==> config.mk <==
export PLATFORM = sky130hd
export DESIGN_NAME = quadrature_position_velocity
export DESIGN_NICKNAME = d
export VERILOG_FILES = /design/src/qei_pkg.sv /design/src/quadrature_position_velocity.sv /design/src/qei_input_sync.sv
export SDC_FILE = /design/constraint.sdc
export NUM_CORES = 1
export LEC_CHECK = 0
export ABC_CLOCK_PERIOD_IN_PS = 10630
export BUFFER_PORTS_ARGS = -buffer_cell sky130_fd_sc_hd__buf_2
export CORE_UTILIZATION = 45
export DETAILED_ROUTE_END_ITERATION = 6
export PLACE_DENSITY = 0.61
export SYNTH_ARGS = -nofsm -noshare
export SYNTH_HDL_FRONTEND = slang
export SYNTH_SLANG_ARGS = --single-unit
==> constraint.sdc <==
create_clock -name pclk -period 10.63 [get_ports pclk]
set_input_delay 1.5945 -clock pclk [delete_from_list [all_inputs] [get_ports pclk]]
set_output_delay 1.5945 -clock pclk [all_outputs]
set_load 0.005 [all_outputs]
==> src/qei_pkg.sv <==
package qei_pkg;

   // Register byte offsets
   localparam logic [7:0] OFF_CTRL      = 8'h00;
   localparam logic [7:0] OFF_STATUS    = 8'h04;
   localparam logic [7:0] OFF_POS       = 8'h08;
   localparam logic [7:0] OFF_MAXPOS    = 8'h0c;
   localparam logic [7:0] OFF_LOAD      = 8'h10;
   localparam logic [7:0] OFF_PERIOD    = 8'h14;
   localparam logic [7:0] OFF_VEL       = 8'h18;
   localparam logic [7:0] OFF_VEL_RUN   = 8'h1c;
   localparam logic [7:0] OFF_INT_EN    = 8'h20;
   localparam logic [7:0] OFF_INT_RAW   = 8'h24;
   localparam logic [7:0] OFF_INT_MASK  = 8'h28;
   localparam logic [7:0] OFF_INT_CLR   = 8'h2c;

   // Control field positions
   localparam int CTRL_ENABLE     = 0;
   localparam int CTRL_CAPTURE_AB = 1;
   localparam int CTRL_RESET_IDX  = 2;
   localparam int CTRL_CLOCK_DIR  = 3;
   localparam int CTRL_SWAP       = 4;
   localparam int CTRL_VEL_EN     = 5;
   localparam int CTRL_PREDIV_LSB = 6;
   localparam int CTRL_WIDTH      = 9;

   // Interrupt bit positions
   localparam int IRQ_INDEX  = 0;
   localparam int IRQ_TIMER  = 1;
   localparam int IRQ_DIR    = 2;
   localparam int IRQ_ERROR  = 3;
   localparam int IRQ_COUNT  = 4;

   // Reset values
   localparam logic [8:0]  CTRL_RESET   = 9'h000;
   localparam logic [31:0] WORD_RESET   = 32'h0000_0000;
   localparam logic [31:0] MAXPOS_RESET = 32'hffff_ffff;
   localparam logic [31:0] PERIOD_RESET = 32'h0000_0001;

endpackage

==> src/quadrature_position_velocity.sv <==
// Local design decisions: the address map and the APB register port.
`timescale 1ns/1ps
// Behaviour
// - Flag phase error when both channels change in quadrature mode
// - Four interrupt sources: error, direction, timer, index
// - Only enabled sources reach the interrupt line
// - Raw and masked status both readable
// - Clear selected sources, others keep state
// - Module disable stops decoding and counting
// - Position count always readable
// - Software write loads position counter
// - Predivide increments by 1 to 128
// - Store count at period end, clear accumulator
// - Velocity read returns last completed period
// - Separate velocity enable gates accumulation, timing
// - Each source raised by its event
// - Select capture, index reset, mode, swap
// - Reverse index loads maximum position
// - Hold last direction after motion stops
module quadrature_position_velocity #(
   parameter int POS_W = 32
) (
   input  wire logic        pclk,
   input  wire logic        presetn,
   input  wire logic        psel,
   input  wire logic        penable,
   input  wire logic        pwrite,
   input  wire logic [7:0]  paddr,
   input  wire logic [31:0] pwdata,
   output logic      [31:0] prdata,
   output logic             pready,
   output logic             pslverr,
   input  wire logic        phase_a_input,
   input  wire logic        phase_b_input,
   input  wire logic        index_input,
   output logic             irq
);
   logic [8:0]             ctrl;
   logic [POS_W-1:0]       position;
   logic [POS_W-1:0]       max_position;
   logic [31:0]            period;
   logic [31:0]            period_count;
   logic [31:0]            vel_accum;
   logic [31:0]            vel_result;
   logic [6:0]             prediv_count;
   logic [3:0]             int_en;
   logic [3:0]             int_raw;
   logic                   phase_error;
   logic                   direction;
   logic [2:0]             pins_sync;
   logic [2:0]             pins_prev;

   // Input synchroniser
   qei_input_sync #(.WIDTH(3)) u_sync (
      .pclk     (pclk),
      .presetn  (presetn),
      .async_in ({index_input, phase_b_input, phase_a_input}),
      .sync_out (pins_sync)
   );

   // Bus decode
   wire access     = psel && penable;
   wire wr         = access && pwrite;
   wire hit_ctrl   = (paddr == qei_pkg::OFF_CTRL);
   wire hit_status = (paddr == qei_pkg::OFF_STATUS);
   wire hit_pos    = (paddr == qei_pkg::OFF_POS);
   wire hit_maxpos = (paddr == qei_pkg::OFF_MAXPOS);
   wire hit_load   = (paddr == qei_pkg::OFF_LOAD);
   wire hit_period = (paddr == qei_pkg::OFF_PERIOD);
   wire hit_vel    = (paddr == qei_pkg::OFF_VEL);
   wire hit_velrun = (paddr == qei_pkg::OFF_VEL_RUN);
   wire hit_inten  = (paddr == qei_pkg::OFF_INT_EN);
   wire hit_intraw = (paddr == qei_pkg::OFF_INT_RAW);
   wire hit_intmsk = (paddr == qei_pkg::OFF_INT_MASK);
   wire hit_intclr = (paddr == qei_pkg::OFF_INT_CLR);
   wire mapped     = hit_ctrl || hit_status || hit_pos || hit_maxpos ||
                     hit_load || hit_period || hit_vel || hit_velrun ||
                     hit_inten || hit_intraw || hit_intmsk || hit_intclr;
   wire load_pos   = wr && (hit_load || hit_pos);

   assign pready  = 1'b1;
   assign pslverr = access && !mapped;

   // Control fields
   wire enable     = ctrl[qei_pkg::CTRL_ENABLE];
   wire capture_ab = ctrl[qei_pkg::CTRL_CAPTURE_AB];
   wire reset_on_index = ctrl[qei_pkg::CTRL_RESET_IDX];
   wire clock_dir  = ctrl[qei_pkg::CTRL_CLOCK_DIR];
   wire swap       = ctrl[qei_pkg::CTRL_SWAP];
   wire vel_en     = ctrl[qei_pkg::CTRL_VEL_EN];
   wire [2:0] prediv_sel = ctrl[qei_pkg::CTRL_PREDIV_LSB +: 3];

   // Swap channels ahead of decoding
   wire chan_a      = swap ? pins_sync[1] : pins_sync[0];
   wire chan_b      = swap ? pins_sync[0] : pins_sync[1];
   wire chan_a_prev = swap ? pins_prev[1] : pins_prev[0];
   wire chan_b_prev = swap ? pins_prev[0] : pins_prev[1];
   wire a_edge   = chan_a ^ chan_a_prev;
   wire b_edge   = chan_b ^ chan_b_prev;
   wire idx_rise = pins_sync[2] && !pins_prev[2];

   // Both channels moving in one sample is illegal in phase mode
   wire err_event = enable && !clock_dir && a_edge && b_edge;

   // Quadrature: forward when A leads B; clock/dir: B gives direction
   wire quad_fwd  = a_edge ? (chan_a != chan_b) : (chan_a == chan_b);
   wire step_q    = !clock_dir && !err_event &&
                    (a_edge || (capture_ab && b_edge));
   wire step_c    = clock_dir && chan_a && !chan_a_prev;
   wire step      = enable && (step_q || step_c);
   wire step_fwd  = clock_dir ? !chan_b : quad_fwd;

   // Wrap between zero and maximum
   wire [POS_W-1:0] pos_up = (position >= max_position) ? '0
                             : position + 1'b1;
   wire [POS_W-1:0] pos_dn = (position == '0) ? max_position
                             : position - 1'b1;
   wire idx_event = enable && idx_rise;
   wire dir_event = step && (step_fwd != direction);

   // Predivided velocity pulse: masked counter wraps at 2^sel
   wire [6:0] prediv_mask = 7'((8'h01 << prediv_sel) - 8'h01);
   wire       vel_pulse   = step && vel_en &&
                            ((prediv_count & prediv_mask) == prediv_mask);
   wire       period_end  = enable && vel_en &&
                            (period_count + 32'h0000_0001 >= period);

   // Configuration registers
   always_ff @(posedge pclk or negedge presetn) begin
      if (!presetn) begin
         ctrl         <= qei_pkg::CTRL_RESET;
         max_position <= POS_W'(qei_pkg::MAXPOS_RESET);
         period       <= qei_pkg::PERIOD_RESET;
         int_en       <= 4'h0;
      end else if (wr) begin
         if (hit_ctrl)   ctrl         <= pwdata[8:0];
         if (hit_maxpos) max_position <= pwdata[POS_W-1:0];
         if (hit_period) period       <= pwdata;
         if (hit_inten)  int_en       <= pwdata[3:0];
      end
   end

   // Position counter and direction
   always_ff @(posedge pclk or negedge presetn) begin
      if (!presetn) begin
         position  <= '0;
         direction <= 1'b0;
         pins_prev <= 3'h0;
      end else begin
         pins_prev <= pins_sync;
         if (load_pos) begin
            position <= pwdata[POS_W-1:0];
         end else if (idx_event && reset_on_index) begin
            position <= direction ? max_position : '0;
         end else if (step) begin
            position <= step_fwd ? pos_up : pos_dn;
         end
         if (step) begin
            direction <= !step_fwd;
         end
      end
   end

   // Velocity timer, predivider and accumulator
   always_ff @(posedge pclk or negedge presetn) begin
      if (!presetn) begin
         period_count <= qei_pkg::WORD_RESET;
         vel_accum    <= qei_pkg::WORD_RESET;
         vel_result   <= qei_pkg::WORD_RESET;
         prediv_count <= 7'h00;
      end else if (!(enable && vel_en)) begin
         period_count <= qei_pkg::WORD_RESET;
         vel_accum    <= qei_pkg::WORD_RESET;
         prediv_count <= 7'h00;
      end else begin
         if (step) begin
            prediv_count <= prediv_count + 7'h01;
         end
         if (period_end) begin
            period_count <= qei_pkg::WORD_RESET;
            vel_result   <= vel_accum + {31'h0, vel_pulse};
            vel_accum    <= qei_pkg::WORD_RESET;
         end else begin
            period_count <= period_count + 32'h0000_0001;
            vel_accum    <= vel_accum + {31'h0, vel_pulse};
         end
      end
   end

   // Event vector; a set in the clear cycle wins
   wire [3:0] int_set = {err_event, dir_event, period_end, idx_event};
   wire [3:0] int_clr = (wr && hit_intclr) ? pwdata[3:0] : 4'h0;
   wire [3:0] int_masked = int_raw & int_en;

   // Sticky interrupt status and error flag
   always_ff @(posedge pclk or negedge presetn) begin
      if (!presetn) begin
         int_raw     <= 4'h0;
         phase_error <= 1'b0;
         irq         <= 1'b0;
      end else begin
         int_raw <= (int_raw & ~int_clr) | int_set;
         irq     <= |(((int_raw & ~int_clr) | int_set) & int_en);
         if (err_event) begin
            phase_error <= 1'b1;
         end else if (int_clr[qei_pkg::IRQ_ERROR]) begin
            phase_error <= 1'b0;
         end
      end
   end

   // Read data mux
   wire [31:0] status_word = {29'h0, phase_error, direction, enable};
   wire [31:0] rd_mux =
      hit_ctrl   ? {23'h0, ctrl} :
      hit_status ? status_word :
      (hit_pos || hit_load) ? 32'(position) :
      hit_maxpos ? 32'(max_position) :
      hit_period ? period :
      hit_vel    ? vel_result :
      hit_velrun ? vel_accum :
      hit_inten  ? {28'h0, int_en} :
      hit_intraw ? {28'h0, int_raw} :
      hit_intmsk ? {28'h0, int_masked} :
      32'h0000_0000;

   // Registered read data, updated during the setup phase
   always_ff @(posedge pclk or negedge presetn) begin
      if (!presetn) begin
         prdata <= qei_pkg::WORD_RESET;
      end else if (psel && !pwrite && !penable) begin
         prdata <= rd_mux;
      end
   end
endmodule

==> src/qei_input_sync.sv <==
`timescale 1ns/1ps
// Two-stage synchroniser for a group of encoder pins
module qei_input_sync #(
   parameter int WIDTH = 3
) (
   input  wire logic             pclk,
   input  wire logic             presetn,
   input  wire logic [WIDTH-1:0] async_in,
   output logic      [WIDTH-1:0] sync_out
);
   logic [WIDTH-1:0] stage1;

   // First stage feeds only the second stage
   always_ff @(posedge pclk or negedge presetn) begin
      if (!presetn) begin
         stage1   <= '0;
         sync_out <= '0;
      end else begin
         stage1   <= async_in;
         sync_out <= stage1;
      end
   end
endmodule

# --- Word-level counts from Yosys, hierarchy flattened ---
# Cells that the tools add are included.
classes:
  add_sub_neg: 6
  order_cmp: 2
  n_mux: 32
  n_reduce_logical: 57
  shifts: 1
  bitwise_logic: 8
  n_eq_ne: 16
ops:
  columns: ["cell", "n"]
  rows:
  - ["2-to-1 mux 32 bit", 18]
  - ["adder 32 x 1 -> 32 bit, second input constant", 2]
  - [">= comparator 32 bit", 2]
  - ["adder 32 x 1 -> 32 bit", 1]
  - ["== test 8 x 5 -> 1 bit, second input constant", 4]
  - ["== test 8 x 6 -> 1 bit, second input constant", 4]
  - ["logical NOT 32 bit", 1]
  - ["subtractor 32 x 1 -> 32 bit, second input constant", 1]
  - ["logical AND 1 bit", 24]
  - ["== test 8 x 4 -> 1 bit, second input constant", 2]
  - ["2-to-1 mux 4 bit", 4]
  - ["logical OR 1 bit", 14]
  - ["2-to-1 mux 7 bit", 2]
  - ["AND 4 bit", 3]
  - ["AND reduction 2 bit", 5]
  - ["logical NOT 1 bit", 9]
  - ["== test 8 x 3 -> 1 bit, second input constant", 1]
  - ["logical NOT 8 bit", 1]
  - ["2-to-1 mux 1 bit", 8]
  - ["adder 7 x 1 -> 7 bit, second input constant", 1]
  - ["AND 7 bit", 1]
  - ["== test 7 bit", 1]
  - ["<< shifter 1 x 3 -> 7 bit, first input constant", 1]
  - ["subtractor 7 x 1 -> 7 bit, second input constant", 1]
  - ["9 further kinds", 11]
totals:
  out_inout_bits: 35
  word_cells: 139
  inputBits: 48
  register_bits: 260

# --- Longest topological paths before layout ---
depth:
  word_depth: 14
  depth_mapped: 18

# --- Modules after synthesis ---
# From an unflattened synthesis, not the netlist that was laid out.
unflattened:
  hier_cells: 1648
  hier_area_um2: 15672.5
modules_own_cells:
  columns: ["mod", "cells_each", "area_each_um2", "seq_area_each_um2", "n_inst"]
  rows:
  - ["quadrature_position_velocity", 1642, 15522.4, 6397.4, 1]
  - ["qei_input_sync", 6, 150.1, 150.1, 1]

# --- Least setup slack after synthesis ---
# Ideal clock, no wire load.
synth_path:
  path_kind: "reg2reg"
  start: "register period_count[8]"
  end: "register period_count[25]"
  path_buffers: 2
  path_stages_with_launch: 18
  setup_slack_ns: 6.898
  arrival_ns: 3.659
  path_cell_list: "dfrtp_1 nand3_1 or3_1 nor2_1 and4_1 nor2b_1 and2_1 xor2_1 ha_1 and3_1 nand4_1 nor2_1 a2111oi_0 o31ai_1 or2_2 clkbuf_1 clkbuf_1 nor2b_1"
synth_between:
  elab_chain_len: 5
synth_rtl:
  columns: ["element", "line", "rtl"]
  rows:
  - ["start, declared", "quadrature_position_velocity.sv:42", "logic [31:0] period_count;"]
  - ["start signal, assigned", "quadrature_position_velocity.sv:167", "period_count <= qei_pkg::WORD_RESET;"]
  - ["start signal, assigned", "quadrature_position_velocity.sv:172", "period_count <= qei_pkg::WORD_RESET;"]
  - ["start signal, assigned", "quadrature_position_velocity.sv:180", "period_count <= qei_pkg::WORD_RESET;"]
  - ["adder 32 x 1 -> 32 bit (*)", "quadrature_position_velocity.sv:126, quadrature_position_velocity.sv:184", null]
  - [">= comparator 32 bit", "quadrature_position_velocity.sv:126", "(period_count + 32'h0000_0001 >= period);"]
  - ["logical AND 1 bit", "quadrature_position_velocity.sv:125", "wire period_end = enable && vel_en &&"]
  - ["2-to-1 mux 32 bit (*)", "quadrature_position_velocity.sv:179", "if (period_end) begin"]
  - ["2-to-1 mux 32 bit (*)", "quadrature_position_velocity.sv:171", "end else if (!(enable && vel_en)) begin"]
# Every way passes the cells marked *; elsewhere a longest branch is shown, timed or not.
# A chain may end at the register's enable or synchronous reset.

# --- Worst setup path in the final report ---
layout_path:
  start: "register period_count[2]"
  end: "register period_count[18]"
# Same word-level chain as after synthesis.

==> out/results.ini <==
[status]
status=complete, but fails checks
violations=DRC

[final_layout]
final_common_cell=dfrtp_1
mostFrequentLayoutCells=dfrtp_1 (227), nor2_1 (152), inv_1 (115)
drive_gt1_frac=0.174
nets=1805
finish.utilization=0.519
area_delta_synth_final_pct=12.1

[placed_design]
dp_hpwl_um=34000
gp_congestion=0.914
portBuffers=81
pre_cts_ws_ns=5.27

[power_and_ir_drop]
powerDensity_nw_per_um2=169
p_leak_nw=7.30
vdd_drop_max_uv=130

[synthesis]
ys_warn_count=0
ys_seq_area_frac=0.418
synth_cell_type_count=84
syn_area_um2=15700
synthArstFlopShare=1.00
synth_nets=1767
synth-edff-count=0
synthFlopType=dfrtp_1
postSynthCellCount=1648
syn_area_per_cell_um2=9.51
ys_ff_latch=260

[sta]
skew_ns=0.0112
slew_headroom=0.167
final_max_slew_viol_count=0
fin_crit_ns=5.21
tns_ns=0
setup_viol=0
clock.fmax_mhz=192
min_period_over_period=0.490
worst_pin_slew_ns=1.24
fin_ws_ns=5.42
hold_ws_ns=0.350
hold_viol=0
rsz0062_at_grt=no

[grt]
antenna_found_initial=1
grt_pass1_wl_um=76300
grt_usage=0.277
grt_pass1_vias=12800
grt_overflow_total=0
grt_max_degree=178

[cts]
cts_root_buffer=clkbuf_16
clock-sinks=260
postCtsResizedCells=0
htree_levels=1
cts_setup_buffers=0
path_clk_slew_ns=0.06
clk_latency_ns=0.56
cts_tree=done
cts_hold_buffers=0
numCtsBuffers=29
cts_buffer_depth=3

[min_path]
min-delay-start=u_sync.stage1[1]
hp-class=register to register
holdPathStages=0
hold-path-endpoint=u_sync.sync_out[1]

[routing]
ant_nets=0
top_layer=met4
met2_wirelength_um=21800
wl_met1_um=22000
firstDrtPassIters=7
wl_per_cell_um=22.7
via_per_inst=6.13
met3_length_um=4120
dr_total_vias=13200
wirelength_um=49000
drc=1
first_iter_violations=1224

[critical_path]
path_max_fanout=47
startpoint_type=register
crit_chain=and4_1, nand4_1, nor2_1, and4_1, nand2_1, xnor2_1, ha_1, nand4_1, or2_2, o22ai_1, a211oi_1, o31ai_1, or2_2, buf_4, nor2b_1
crit_family=simple AND/OR/NAND/NOR gates
crit_path_max_incr_delay_ns=1.01
critPathSlowestCell=o31ai_1
rr_startpoint=period_count[2]
crit_required_ns=11.04
reg2reg_depth=15
crit_buf_inv=1
cp-end-kind=register
crit_type=register to register
r2r_end=period_count[18]
arrival_ns=5.62
rrSetupSlack_ns=5.42

[floorplanning]
std_cell_rows=67
die_area_um2=35600
num_io_pins=83
die_x_um=189
initial_utilization=0.463
coreArea_um2=33900
die_h_um=189

[job]
maxCapViolCount=0

==> synthesized netlist by cell type, types with 11 or more instances <==
library cell / count / area [um^2]
nor2_1: 155 / 582
inv_1: 115 / 432
ha_1: 71 / 888
o21ai_0: 33 / 165
nand3_1: 52 / 260
a211oi_1: 11 / 82.6
a22oi_1: 32 / 240
xor2_1: 59 / 517
mux2_2: 80 / 901
and3_1: 16 / 100
a31oi_1: 38 / 238
dfstp_2: 33 / 867
or3_1: 15 / 93.8
nand4_1: 26 / 163
a21o_1: 20 / 150
nand2_1: 111 / 417
clkbuf_1: 69 / 259
mux2i_1: 35 / 350
nor2b_1: 35 / 219
a21oi_1: 71 / 355
buf_2: 18 / 90.1
a222oi_1: 34 / 340
a221oi_1: 17 / 149
xnor2_1: 52 / 455
nor3_1: 43 / 215
and4_1: 12 / 105
dfrtp_1: 227 / 5680
o211ai_1: 16 / 120
==> power by group <==
| part | total (W) | internal [W] | switching, W |
|---|---|---|---|
| Clock | 0.00116 | 0.000733 | 0.000422 |
| Sequential | 0.00121 | 0.00105 | 0.000154 |
| Combinational | 0.000601 | 0.000255 | 0.000346 |
| Total | 0.00296 | 0.00204 | 0.000922 |
==> flip-flops by register name, indices dropped and copies added, names as in the netlist, 3 cells and up <==
signal and count:
max_position 32, period 32, period_count 32, position 32, prdata 32, vel_accum 32
vel_result 32, ctrl 9, prediv_count 7, int_en 4, int_raw 4, pins_prev 3
u_sync.stage1 3, u_sync.sync_out 3
==> worst reg2reg max path: stages, from the launching register on <==
cell,delay (ns)
dfrtp_1,0.40
and4_1,0.28
nand4_1,0.22
nor2_1,0.26
and4_1,0.31
nand2_1,0.09
xnor2_1,0.15
ha_1,0.30
nand4_1,0.16
or2_2,0.33
o22ai_1,0.13
a211oi_1,0.09
o31ai_1,1.01
or2_2,0.59
buf_4,0.56
nor2b_1,0.19
==> metal layers <==
layer / vias up / GRT usage
met2: 525 / 0.424
met5: - / 0
met4: 0 / 0.0701
met3: 71 / 0.0479
li1: 6050 / -
met1: 6570 / 0.402
==> worst max path at each step <==
stage / startpoint / endpoint / cells after the start
global placement: period_count[2] / vel_accum[24] / 15
finish: period_count[2] / period_count[18] / 15
floorplan: period_count[8] / period_count[25] / 17
global route: period_count[2] / period_count[13] / 15
CTS: period_count[2] / period_count[18] / 15
detailed placement: period_count[2] / period_count[13] / 15
==> cells by family (layout without fill, tap and decap cells) <==
family / after synthesis / after routing / share of synthesized area
simple gates: 533 / 533 / 0.172
compound gates: 342 / 342 / 0.158
flops: 260 / 260 / 0.418
buf+inv: 215 / 275 / 0.0539
mux: 115 / 115 / 0.0798
xor+xnor: 111 / 111 / 0.0620
fa+ha+maj: 71 / 71 / 0.0567
other cells: 1 / 2 / 0.000239
==> final cells by class <==
cell class	count	area (um^2)
Clock buffer	40	787
Inverter	115	432
Fill cell	3135	16300
Tap cell	448	561
Multi-Input combinational cell	1173	8330
Antenna cell	1	2.50
Sequential cell	260	6550
Clock inverter	13	295
Timing Repair Buffer	107	623
==> metrics by stage <==
step                      total power, W  cell area (um^2)  instances
final                            0.00296             17600       2157
after global routing             0.00310             17600       2156
after CTS                        0.00297             17600       2156
after detailed placement         0.00181             16500       2103
after global placement           0.00180             16500       2103
after floorplan                  0.00160             15700       1648
Note: power is estimated with default switching activity, not from simulation.
